## config.mk

```make
export PLATFORM = sky130hd
export DESIGN_NAME = dswc_top
export DESIGN_NICKNAME = d
export VERILOG_FILES = /design/src/rtl/dswc_pkg.sv /design/src/rtl/dswc_top.sv
export VERILOG_INCLUDE_DIRS = /design/src /design/src/rtl
export SDC_FILE = /design/constraint.sdc
export NUM_CORES = 1
export LEC_CHECK = 0
export BUFFER_PORTS_ARGS = -buffer_cell sky130_fd_sc_hd__buf_2
export CAP_MARGIN = 10
export CELL_PAD_IN_SITES_DETAIL_PLACEMENT = 1
export CELL_PAD_IN_SITES_GLOBAL_PLACEMENT = 1
export CORE_MARGIN = 2
export CORE_UTILIZATION = 37
export DETAILED_ROUTE_END_ITERATION = 8
export GPL_TIMING_DRIVEN = 0
export MAX_ROUTING_LAYER = met4
export PLACE_DENSITY = 0.85
export SYNTH_ARGS = -nofsm -noshare
export SYNTH_HDL_FRONTEND = slang
export SYNTH_SLANG_ARGS = --single-unit
```

## constraint.sdc

```tcl
create_clock -name sys_clk -period 2.4 [get_ports sys_clk]
set_input_delay 0.12 -clock sys_clk [delete_from_list [all_inputs] [get_ports sys_clk]]
set_output_delay 0.12 -clock sys_clk [all_outputs]
set_load 0.02 [all_outputs]
```

## src/rtl/dswc_consts.svh

```systemverilog
/*
  Register offsets, bit positions, reset values and timing counts of the
  doze, sleep and wake controller.
  Assumes inclusion by its bare name from the package and the top module.
*/
`ifndef DSWC_CONSTS_SVH
`define DSWC_CONSTS_SVH

// Register offsets on the plain register port
`define DSWC_ADR_CTRL   4'h0
`define DSWC_ADR_RSTEN  4'h1
`define DSWC_ADR_STAT   4'h2
`define DSWC_ADR_ISTAT  4'h3
`define DSWC_ADR_IMASK  4'h4

// Control register fields
`define DSWC_CTL_RATIO_HI 2
`define DSWC_CTL_RATIO_LO 0
`define DSWC_CTL_DOZE     3
`define DSWC_CTL_ROI      4
`define DSWC_CTL_DOE      5

// Reset source enables, also the index into the synchroniser vector
`define DSWC_RS_MASTER_CLEAR_PIN   0
`define DSWC_RS_BOR    1
`define DSWC_RS_LOW_POWER_BROWN_OUT_RESET  2
`define DSWC_RS_POR    3
`define DSWC_RS_WDT    4
// Watchdog enable bit; power-on has no enable, so it sits one lower
`define DSWC_EN_WDT    3

// Status register fields
`define DSWC_ST_PD     0
`define DSWC_ST_TO     1
`define DSWC_ST_ASLEEP 2
`define DSWC_ST_WAIT   3

// Event status and mask fields
`define DSWC_EV_WAKE   0
`define DSWC_EV_RESET  1
`define DSWC_EV_NOP    2
`define DSWC_EV_SLEPT  3

// Reset values
`define DSWC_CTRL_RST  8'h00
`define DSWC_RSTEN_RST 4'hf
`define DSWC_IMASK_RST 4'h0
`define DSWC_SYNC_RST  5'h01

// Clock switch interrupt never wakes the core
`define DSWC_CLKSW_BIT 7

// Instruction cycle is four oscillator cycles
`define DSWC_PHASE_LAST 2'h3
`define DSWC_PREFETCH_STEP 16'h0002

`endif

```

## src/rtl/dswc_pkg.sv

```systemverilog
/*
  Types of the doze, sleep and wake controller: power state, carriers for
  the register port, the core events, the readiness inputs and the state.
  Assumes the constants header sits beside it.
*/
`include "dswc_consts.svh"

package dswc_pkg;

  typedef enum logic [2:0] {
    DSWC_RUN   = 3'b001,
    DSWC_SLEEP = 3'b010,
    DSWC_WAIT  = 3'b100
  } dswc_pwr_t;

  typedef struct packed {
    logic [3:0] addr;
    logic [7:0] wdata;
    logic       wr;
    logic       rd;
  } dswc_bus_t;

  typedef struct packed {
    logic        isr_entry;
    logic        isr_return;
    logic        sleep_exec;
    logic        global_interrupt_enable;
    logic [15:0] pc;
  } dswc_core_t;

  typedef struct packed {
    logic flash_ready;
    logic osc_ready;
    logic bor_ready;
    logic bor_disabled;
  } dswc_rdy_t;

  typedef struct packed {
    logic [1:0]  phase;
    logic [7:0]  dz_cnt;
    logic [7:0]  ctrl;
    logic [3:0]  rsten;
    logic [3:0]  istat;
    logic [3:0]  imask;
    logic        pd;
    logic        to;
    dswc_pwr_t   pwr;
    logic [4:0]  sync1;
    logic [4:0]  sync2;
    logic        cpu_active;
    logic        instr_tick;
    logic        wdt_clear;
    logic        dev_reset;
    logic        resume;
    logic        vector;
    logic [15:0] prefetch_pc;
    logic [7:0]  rdata;
    logic        irq;
  } dswc_state_t;

endpackage

```

## src/rtl/dswc_top.sv

```systemverilog
/*
  Doze, sleep and wake controller for a small CPU core: doze duty cycle,
  doze handling across interrupt entry and return, sleep entry, wake by
  interrupt, reset wake sources and the readiness gate before resuming.
  Assumes core events and interrupt flags come from sys_clk logic; reset
  source pins arrive asynchronously and are synchronised here.
*/
// Operation
// - With doze on, CPU runs one instruction cycle in every N, N from ratio.
// - Oscillator and quarter-rate instruction clock run unchanged during doze.
// - Recover-on-interrupt and doze-on-exit decide doze across interrupts.
// - ISR entry copies doze enable to doze-on-exit; without recover, doze kept.
// - With recover set, ISR entry clears doze enable; ISR runs full rate.
// - Interrupt return loads doze enable from doze-on-exit.
// - Software may write doze-on-exit in the ISR; return uses that value.
// - Ratio 001 gives one active instruction cycle then three idle ones.
// - Any enabled interrupt except clock switch wakes; execution continues.
// - Master clear, brown-out, low-power brown-out, power-on, watchdog reset.
// - Sleep instruction prefetches the instruction at program counter plus 2.
// - Wake needs the source enable set; global enable does not matter.
// - After wake run next instruction; vector to ISR if global enable set.
// - Watchdog is cleared on every interrupt wake from sleep.
// - Resume waits for flash, current oscillator and brown-out readiness.
// - Pending enabled interrupt makes sleep a no-op; no flag or watchdog change.
// - Sleep taken: clear watchdog, set timeout flag, clear power-down flag.
`timescale 1ns/1ps
`include "dswc_consts.svh"

module dswc_top
  import dswc_pkg::*;
(
  // Clock and reset
  input  wire logic       sys_clk,
  input  wire logic       nrst,
  // Register port
  input  wire dswc_bus_t  bus,
  output logic [7:0]      rdata,
  output logic            irq,
  // Core events
  input  wire dswc_core_t core,
  input  wire logic [7:0] irq_flags,
  input  wire logic [7:0] irq_enables,
  input  wire dswc_rdy_t  rdy,
  // Asynchronous reset sources
  input  wire logic       master_clear_pin_n,
  input  wire logic       brown_out_reset,
  input  wire logic       low_power_brown_out_reset,
  input  wire logic       power_on_reset,
  input  wire logic       window_watchdog_event,
  // Core controls
  output logic            cpu_active,
  output logic            instr_tick,
  output logic            window_watchdog_clear,
  output logic            device_reset,
  output logic            resume,
  output logic            isr_vector,
  output logic [15:0]     prefetch_pc,
  output logic            doze_enable,
  output logic            timeout_flag,
  output logic            power_down_flag
);

  dswc_state_t s_q;
  dswc_state_t s_d;

  logic [4:0] rst_src;
  logic [7:0] wake_src;
  logic       wake_pend;
  logic       tick;
  logic [8:0] dz_span;
  logic [7:0] dz_last;
  logic [4:0] rst_ev;
  logic [3:0] ev_set;
  logic [3:0] ev_clr;
  logic       ready;

  assign rst_src = {window_watchdog_event, power_on_reset, low_power_brown_out_reset,
                    brown_out_reset, master_clear_pin_n};

  // Global enable plays no part; clock switch source masked out
  assign wake_src  = irq_flags & irq_enables;
  assign wake_pend = |(wake_src & ~(8'h01 << `DSWC_CLKSW_BIT));

  assign tick    = (s_q.phase == `DSWC_PHASE_LAST);
  // N = 2 << ratio, so 001 gives 1:4
  assign dz_span = 9'h002 << s_q.ctrl[`DSWC_CTL_RATIO_HI:`DSWC_CTL_RATIO_LO];
  assign dz_last = dz_span[7:0] - 8'h01;

  assign ready = rdy.flash_ready & rdy.osc_ready &
                 (rdy.bor_ready | rdy.bor_disabled);

  // Only the second synchroniser stage is looked at
  assign rst_ev[`DSWC_RS_MASTER_CLEAR_PIN]  = ~s_q.sync2[`DSWC_RS_MASTER_CLEAR_PIN] & s_q.rsten[`DSWC_RS_MASTER_CLEAR_PIN];
  assign rst_ev[`DSWC_RS_BOR]   = s_q.sync2[`DSWC_RS_BOR] & s_q.rsten[`DSWC_RS_BOR];
  assign rst_ev[`DSWC_RS_LOW_POWER_BROWN_OUT_RESET] = s_q.sync2[`DSWC_RS_LOW_POWER_BROWN_OUT_RESET] & s_q.rsten[`DSWC_RS_LOW_POWER_BROWN_OUT_RESET];
  assign rst_ev[`DSWC_RS_POR]   = s_q.sync2[`DSWC_RS_POR];
  assign rst_ev[`DSWC_RS_WDT]   = s_q.sync2[`DSWC_RS_WDT] & s_q.rsten[`DSWC_EN_WDT];

  always_comb begin
    s_d            = s_q;
    ev_set         = 4'h0;
    ev_clr         = 4'h0;
    s_d.wdt_clear  = 1'b0;
    s_d.resume     = 1'b0;
    s_d.vector     = 1'b0;
    s_d.rdata      = 8'h00;
    s_d.sync1      = rst_src;
    s_d.sync2      = s_q.sync1;

    // Register writes
    if (bus.wr) begin
      case (bus.addr)
        `DSWC_ADR_CTRL:  s_d.ctrl  = bus.wdata;
        `DSWC_ADR_RSTEN: s_d.rsten = bus.wdata[3:0];
        `DSWC_ADR_ISTAT: ev_clr    = bus.wdata[3:0];
        `DSWC_ADR_IMASK: s_d.imask = bus.wdata[3:0];
        default: ;
      endcase
    end

    // Hardware updates override a software write in the same cycle
    if (core.isr_entry) begin
      s_d.ctrl[`DSWC_CTL_DOE] = s_q.ctrl[`DSWC_CTL_DOZE];
      if (s_q.ctrl[`DSWC_CTL_ROI]) begin
        s_d.ctrl[`DSWC_CTL_DOZE] = 1'b0;
      end
    end
    if (core.isr_return) begin
      s_d.ctrl[`DSWC_CTL_DOZE] = s_q.ctrl[`DSWC_CTL_DOE];
    end

    // Instruction phase never stops, doze or not
    s_d.phase      = s_q.phase + 2'h1;
    s_d.instr_tick = tick;

    if (!s_q.ctrl[`DSWC_CTL_DOZE]) begin
      s_d.dz_cnt = 8'h00;
    end else if (tick) begin
      s_d.dz_cnt = (s_q.dz_cnt == dz_last) ? 8'h00 : s_q.dz_cnt + 8'h01;
    end

    // Fetch and execute only in the active doze slot
    s_d.cpu_active = tick && (s_q.pwr == DSWC_RUN) &&
                     (!s_q.ctrl[`DSWC_CTL_DOZE] || s_q.dz_cnt == 8'h00);

    unique case (s_q.pwr)
      DSWC_RUN: begin
        if (core.sleep_exec) begin
          s_d.prefetch_pc = core.pc + `DSWC_PREFETCH_STEP;
          if (wake_pend) begin
            ev_set[`DSWC_EV_NOP] = 1'b1;
          end else begin
            s_d.pwr       = DSWC_SLEEP;
            s_d.pd        = 1'b0;
            s_d.to        = 1'b1;
            s_d.wdt_clear = 1'b1;
            ev_set[`DSWC_EV_SLEPT] = 1'b1;
          end
        end
      end
      DSWC_SLEEP: begin
        if (wake_pend) begin
          s_d.pwr       = DSWC_WAIT;
          s_d.wdt_clear = 1'b1;
          ev_set[`DSWC_EV_WAKE] = 1'b1;
        end
      end
      DSWC_WAIT: begin
        if (ready) begin
          s_d.pwr    = DSWC_RUN;
          s_d.resume = 1'b1;
          s_d.vector = core.global_interrupt_enable;
        end
      end
      default: s_d.pwr = DSWC_RUN;
    endcase

    // Any enabled reset source, asleep or awake, resets the device
    s_d.dev_reset = |rst_ev;
    if (|rst_ev) begin
      s_d.pwr    = DSWC_RUN;
      s_d.pd     = 1'b1;
      s_d.to     = 1'b1;
      s_d.resume = 1'b0;
      s_d.vector = 1'b0;
      ev_set[`DSWC_EV_RESET] = 1'b1;
    end

    // Set wins over a write-one clear in the same cycle
    s_d.istat = (s_q.istat & ~ev_clr) | ev_set;
    s_d.irq   = |(s_d.istat & s_d.imask);

    if (bus.rd) begin
      case (bus.addr)
        `DSWC_ADR_CTRL:  s_d.rdata = s_q.ctrl;
        `DSWC_ADR_RSTEN: s_d.rdata = {4'h0, s_q.rsten};
        `DSWC_ADR_STAT:  s_d.rdata = {4'h0, s_q.pwr == DSWC_WAIT,
                                      s_q.pwr == DSWC_SLEEP, s_q.to, s_q.pd};
        `DSWC_ADR_ISTAT: s_d.rdata = {4'h0, s_q.istat};
        `DSWC_ADR_IMASK: s_d.rdata = {4'h0, s_q.imask};
        default:         s_d.rdata = 8'h00;
      endcase
    end
  end

  always_ff @(posedge sys_clk or negedge nrst) begin
    if (!nrst) begin
      s_q             <= '0;
      s_q.ctrl        <= `DSWC_CTRL_RST;
      s_q.rsten       <= `DSWC_RSTEN_RST;
      s_q.imask       <= `DSWC_IMASK_RST;
      s_q.pd          <= 1'b1;
      s_q.to          <= 1'b1;
      s_q.pwr         <= DSWC_RUN;
      s_q.sync1       <= `DSWC_SYNC_RST;
      s_q.sync2       <= `DSWC_SYNC_RST;
    end else begin
      s_q <= s_d;
    end
  end

  assign rdata                 = s_q.rdata;
  assign irq                   = s_q.irq;
  assign cpu_active            = s_q.cpu_active;
  assign instr_tick            = s_q.instr_tick;
  assign window_watchdog_clear = s_q.wdt_clear;
  assign device_reset          = s_q.dev_reset;
  assign resume                = s_q.resume;
  assign isr_vector            = s_q.vector;
  assign prefetch_pc           = s_q.prefetch_pc;
  assign doze_enable           = s_q.ctrl[`DSWC_CTL_DOZE];
  assign timeout_flag          = s_q.to;
  assign power_down_flag       = s_q.pd;

  logic ctl_wr;
  logic quiet;
  assign ctl_wr = bus.wr && (bus.addr == `DSWC_ADR_CTRL);
  assign quiet  = !core.isr_entry && !core.isr_return && !ctl_wr;
endmodule // dswc_top

```

==> impl_metrics.yaml, run 1 <==
yosys:
  async_reset_ff_frac: 1.00
  ys_ff_latch: 75
  synthTopCellsByArea: "dfrtp_1, dfstp_2, buf_4, nand2_1, mux2_2"
  ys.flop_type: "dfrtp_1"
  synth-simple-area-share: 0.162
  synth_top_family_by_area: "simple AND/OR/NAND/NOR gates"
  synth_top_cell_area_share: 0.461
  netlist_instances: 338
  synthesis.area_um2: 3640
  synth_compound_area_frac: 0.114
  synthMuxAreaShare: 0.0488
  ys_types: 57
  ys_seq_area_frac: 0.518
  yosysTopAreaCell: "dfrtp_1"
  yosys.area_share.adder: 0.0172
  avgSynthCellArea_um2: 10.8
  yosys_warnings: 0
  synth_nets: 404
  yosysMostFrequentCell: "dfrtp_1"
  synth_edf_count: 0
  synth-xor-area-share: 0.0602
  synth_commonest_cells: "dfrtp_1, nand2_1, buf_4, o21ai_0, xor2_1"
final_layout:
  nets: 520
  final_cells: 592
  areaGrowthSynthToFinish_pct: 30.4
  antenna_cells: 0
  drive_above_1_share: 0.401
  post-route-util: 0.492
clocking:
  cts.sinks: 75
  path_clk_slew_ns: 0.08
  clock_latency_ns: 0.35
  cts_tree: "done"
  cts-htree-levels: 3
  clockBufferDepth: 2
  root_buffer: "clkbuf_8"
  cts_inserted_buffers: 9
setup_path:
  critPathLaunchType: "flip-flop"
  crit_path_max_fanout: 6
  cp_top_family: "simple AND/OR/NAND/NOR gates"
  arrival_ns: 2.77
  critPathKind: "reg2reg"
  cp.buffers_inverters: 1
  slowest_delay_ns: 0.58
  cp-end-kind: "flip-flop"
  path_cells: "or3_4 > ha_4 > xor2_1 > nand3_1 > or4b_4 > o41ai_4 > buf_6 > nor2_1"
  slowest_stage: "or4b_4"
  critPathRequiredTime_ns: 2.64
floorplan:
  die_w_um: 103
  die_y_um: 103
  core_area_um2: 9640
  dieArea_um2: 10600
  num_rows: 36
  initial_core_util: 0.378
  io_pins: 95
global_route:
  grt_pass1_vias: 3255
  grt_use_met3: 0.0397
  globalRouteTotalUtil: 0.204
  use_met2: 0.352
  grt_max_degree: 48
  busiest_layer: "met2"
  grt_pass1_wl_mm: 16.0
  gr-total-overflow: 0
  met1_usage: 0.235
  antenna_found_initial: 0
route:
  vias: 2982
  drt-initial-drc-count: 72
  avgRoutedWirePerCell_um: 17.0
  drc: 0
  detail-route-antenna-nets: 0
  vias_per_cell: 5.04
  drt_pass1_iterations: 4
  wl_mm: 10.1
sta:
  fmax_ghz: 0.396
  setup_violations: 7
  tns_ns: -0.779
  hold_viol: 0
  finalCritPeriodShare: 1.05
  worstMarginPinSlew_ns: 0.818
  rsz0062_at_grt: "yes"
  clock_skew_ns: 0.0115
  worst_slack_ns: -0.126
  drv_slew: 0
  period_needed_ns: 2.53
  max-slew-margin-rel: 0.450
place:
  place_hpwl_mm: 7.29
  dp_cells: 561
  portBuffers: 89
  gp_congestion: 0.823
status:
  violations: "negative setup slack"
  outcome: "complete, but fails checks"
hold_path:
  hold_class: "in2reg"
power_and_ir_drop:
  p_leak_nw: 2.24
  powerDensity_nw_per_um2: 726
  peakVddDrop_mv: 0.287
job:
  drv_cap: 0
-- cell families after synthesis --
family | after synthesis
buf+inv | 45
mux | 16
simple gates | 114
other cells | 1
flops | 75
fa+ha+maj | 5
compound gates | 57
xor+xnor | 25
-- final cells by class --
type,instances,area (um2)
Fill cell,1146,4890
Sequential cell,75,1890
Multi-Input combinational cell,218,1540
Timing Repair Buffer,107,636
Buffer,35,239
Tap cell,133,166
Clock buffer,11,141
Clock inverter,5,108
Inverter,8,30.0
-- flip-flops by register name (all words and copies together) (netlist names) --
signal	count
s_d	5
rst_ev	1
power_down_flag	1
isr_vector	1
resume	1
window_watchdog_clear	1
prefetch_pc	16
instr_tick	1
cpu_active	1
irq	1
device_reset	1
s_q	36
rdata	8
doze_enable	1
-- final timing paths --
| check | start | to | slack (ns) | depth (start not counted) |
|---|---|---|---|---|
| setup reg to reg | s_q[60] | s_q[68] | -0.13 | 8 |
| hold / removal | bus[9] | s_q[65] | 0.01 | 2 |
| min in group asynchronous | nrst | s_q[43] | 0.25 | 2 |
| hold reg to reg | s_d[35] | s_q[35] | 0.35 | 0 |
| setup / recovery | s_q[60] | s_q[68] | -0.13 | 8 |
| max in group asynchronous | nrst | s_d[31] | 1.52 | 3 |
-- layout by cell type (no fill, tap or decap), types with 5 or more instances in the layout --
| master | n |
|---|---|
| buf_2 | 90 |
| nor2_1 | 10 |
| o21ai_0 | 21 |
| dlygate4sd3_1 | 10 |
| and3_1 | 8 |
| buf_4 | 31 |
| clkbuf_1 | 7 |
| nand3_1 | 12 |
| nand2_1 | 43 |
| dfstp_2 | 8 |
| nand4_1 | 6 |
| nor3_1 | 5 |
| mux2_2 | 14 |
| clkbuf_8 | 11 |
| a222oi_1 | 5 |
| xor2_1 | 15 |
| inv_1 | 8 |
| nor2_2 | 5 |
| xnor2_1 | 8 |
| dfrtp_1 | 67 |
-- power breakdown --
part	total [mW]	switching, mW	internal (mW)	leakage, nW
Combinational	0.744	0.399	0.345	1.18
Sequential	1.48	0.0854	1.40	0.929
Clock	1.22	0.491	0.727	0.125
-- per-stage QoR --
stage	cell area, um2	setup WS (ns)	hold slack (ns)	total power [mW]
after detailed placement	4310	-0.191	0.0890	2.18
after global routing	4740	-0.194	0.00905	3.60
final	4740	-0.126	0.0107	3.44
after CTS	4720	-0.187	0.00117	3.46
after global placement	4280	-0.108	0.227	2.14
after floorplan	3670	0.0151	-0.176	1.93
-- repair_timing --
item | CTS | global route
hold buffers | 10 | 0
gates resized for setup | 3 | 10
setup endpoints to repair | 7 | 7
hold endpoints to repair | 37 | 0
pin swaps | 6 | 6
buffers inserted | 6 | 1
-- metal layers --
metal | share of wire | vias up
met5 | 0 | -
met4 | 0.021 | 0
met3 | 0.039 | 20
met2 | 0.54 | 80
met1 | 0.40 | 1493
li1 | - | 1389
-- worst reg2reg max path, stage by stage, from the launching register on --
cell and delay (ns):
dfrtp_1 0.39, or3_4 0.41, ha_4 0.28, xor2_1 0.15, nand3_1 0.12, or4b_4 0.58
o41ai_4 0.25, buf_6 0.18, nor2_1 0.06
No activity file was read; power rests on OpenSTA's default activity.
==> run 2, diff against run 1 <==
--- a/config.mk
+++ b/config.mk
@@ -8,14 +8,14 @@
 export LEC_CHECK = 0
 export BUFFER_PORTS_ARGS = -buffer_cell sky130_fd_sc_hd__buf_2
 export CAP_MARGIN = 10
-export CELL_PAD_IN_SITES_DETAIL_PLACEMENT = 1
+export CELL_PAD_IN_SITES_DETAIL_PLACEMENT = 0
 export CELL_PAD_IN_SITES_GLOBAL_PLACEMENT = 1
 export CORE_MARGIN = 2
-export CORE_UTILIZATION = 37
+export CORE_UTILIZATION = 41
 export DETAILED_ROUTE_END_ITERATION = 8
 export GPL_TIMING_DRIVEN = 0
 export MAX_ROUTING_LAYER = met4
-export PLACE_DENSITY = 0.85
+export PLACE_DENSITY = 0.89
 export SYNTH_ARGS = -nofsm -noshare
 export SYNTH_HDL_FRONTEND = slang
 export SYNTH_SLANG_ARGS = --single-unit
==> constraint.sdc (replaced) <==
create_clock -name sys_clk -period 2.9 [get_ports sys_clk]
set_input_delay 0.145 -clock sys_clk [delete_from_list [all_inputs] [get_ports sys_clk]]
set_output_delay 0.145 -clock sys_clk [all_outputs]
set_load 0.02 [all_outputs]
==> impl_metrics.yaml, run 2 (synthesis gave the netlist of run 1 again) <==
status:
  outcome: "complete, no violations"
power_and_ir_drop:
  powerDensity_nw_per_um2: 575
  peakVddDrop_mv: 0.236
  p_leak_nw: 2.18
  power_mw: 2.63
sta:
  setup_violations: 0
  worstMarginPinSlew_ns: 0.755
  fmax_ghz: 0.374
  worst_slack_ns: 0.229
  whs_ns: 0.0273
  rsz0062_at_grt: "no"
  clock_skew_ns: 0.0134
  hold_viol: 0
  drv_slew: 0
  tns_ns: 0
  finalCritPeriodShare: 0.921
  period_needed_ns: 2.67
  max-slew-margin-rel: 0.492
setup_path:
  critPathLaunchType: "flip-flop"
  cp-end-kind: "flip-flop"
  critPathRequiredTime_ns: 3.12
  critPathKind: "reg2reg"
  reg2reg_depth: 8
  crit_path_max_fanout: 9
  arrival_ns: 2.89
clocking:
  cts_setup_buffers: 0
  cts_inserted_buffers: 9
  cts_tree: "done"
  cts_resized: 0
  cts-htree-levels: 3
  cts.sinks: 75
  clockBufferDepth: 2
  path_clk_slew_ns: 0.09
  clock_latency_ns: 0.35
  root_buffer: "clkbuf_8"
final_layout:
  mostFrequentLayoutCell: "buf_2"
  post-route-util: 0.526
  most-common-layout-cells: "buf_2, dfrtp_1, nand2_1"
  drive_above_1_share: 0.368
  nets: 515
  areaGrowthSynthToFinish_pct: 25.5
  antenna_cells: 0
  largest_register_ffs: 36
  fillerInstances: 776
  regMostFlops: "s_q"
hold_path:
  hold_class: "in2reg"
  holdPathStages: 2
floorplan:
  die_y_um: 98.2
  num_rows: 34
  dieArea_um2: 9650
  core_area_um2: 8680
  io_pins: 95
  initial_core_util: 0.419
  die_w_um: 98.2
route:
  drc: 0
  avgRoutedWirePerCell_um: 13.8
  vias_per_cell: 5.05
  drt-initial-drc-count: 109
  drt_pass1_iterations: 5
  vias: 2837
  wl_mm: 7.78
  detail-route-antenna-nets: 0
place:
  place_ws_ns: 0.245
  portBuffers: 89
  gp_congestion: 0.866
  place_hpwl_mm: 5.86
global_route:
  grt_pass1_wl_mm: 13.1
  grt_max_degree: 53
  globalRouteTotalUtil: 0.175
  antenna_found_initial: 0
  grt_pass1_vias: 2820
  gr-total-overflow: 0
job:
  drv_cap: 0
==> run 2: cell count changes in the layout (fill, tap and decap cells not counted), sizes merged <==
cell	delta
buf	-5
bufinv	-1
clkbuf	-1
clkinv	+2
clkinvlp	+1
inv	-1
==> run 2: cell type report <==
| cell class | instances | area, um2 | share of cell area |
|---|---|---|---|
| inverter | 8 | 30.0 | 0.00657 |
| buffer | 37 | 258 | 0.0564 |
| multi-input combinational | 218 | 1470 | 0.321 |
| clock buffer | 10 | 128 | 0.0279 |
| tap | 108 | 135 | 0.0296 |
| clock inverter | 6 | 90.1 | 0.0197 |
| sequential | 75 | 1890 | 0.413 |
| timing repair buffer | 100 | 576 | 0.126 |
==> run 2: metrics by stage <==
stage / area [um2] / instances
final: 4570 / 562
after global routing: 4570 / 562
after floorplan: 3640 / 338
after global placement: 4220 / 535
after detailed placement: 4250 / 536
after CTS: 4560 / 561
==> run 2: final timing paths <==
kind	startpoint	endpoint	slack, ns
worst max-delay path	s_q[59]	s_q[69]	0.23
worst min-delay path	bus[8]	s_q[64]	0.03
worst max register to register	s_q[59]	s_q[69]	0.23
worst min register to register	s_d[35]	s_q[35]	0.35
max in group asynchronous	nrst	s_q[41]	2.06
min in group asynchronous	nrst	isr_vector	0.25
==> run 2: critical path, stage by stage (launching register included) <==
cell     delay [ns]
dfrtp_1        0.38
buf_6          0.13
or3_4          0.37
ha_1           0.27
xnor2_1        0.27
a31oi_1        0.07
or4b_4         0.52
o41ai_4        0.44
nor2_1         0.10
==> run 2: metal layers <==
layer  vias to the layer above  part of all wire  GRT usage
met5                         -                 0          -
met1                      1356              0.46      0.222
li1                       1389                 -          -
met4                         0            0.0095     0.0801
met2                        85              0.48      0.275
met3                         7             0.047     0.0286
==> run 2: power breakdown <==
group / leakage (nW) / switching (mW) / internal [mW]
combinational: 1.14 / 0.279 / 0.251
clock: 0.107 / 0.391 / 0.488
sequential: 0.929 / 0.0621 / 1.16
total: 2.18 / 0.732 / 1.89
==> run 2: repair_timing <==
item	CTS	global route
hold buffers	9	1
hold endpoints to repair	31	1
endpoints found under the setup margin	0	0
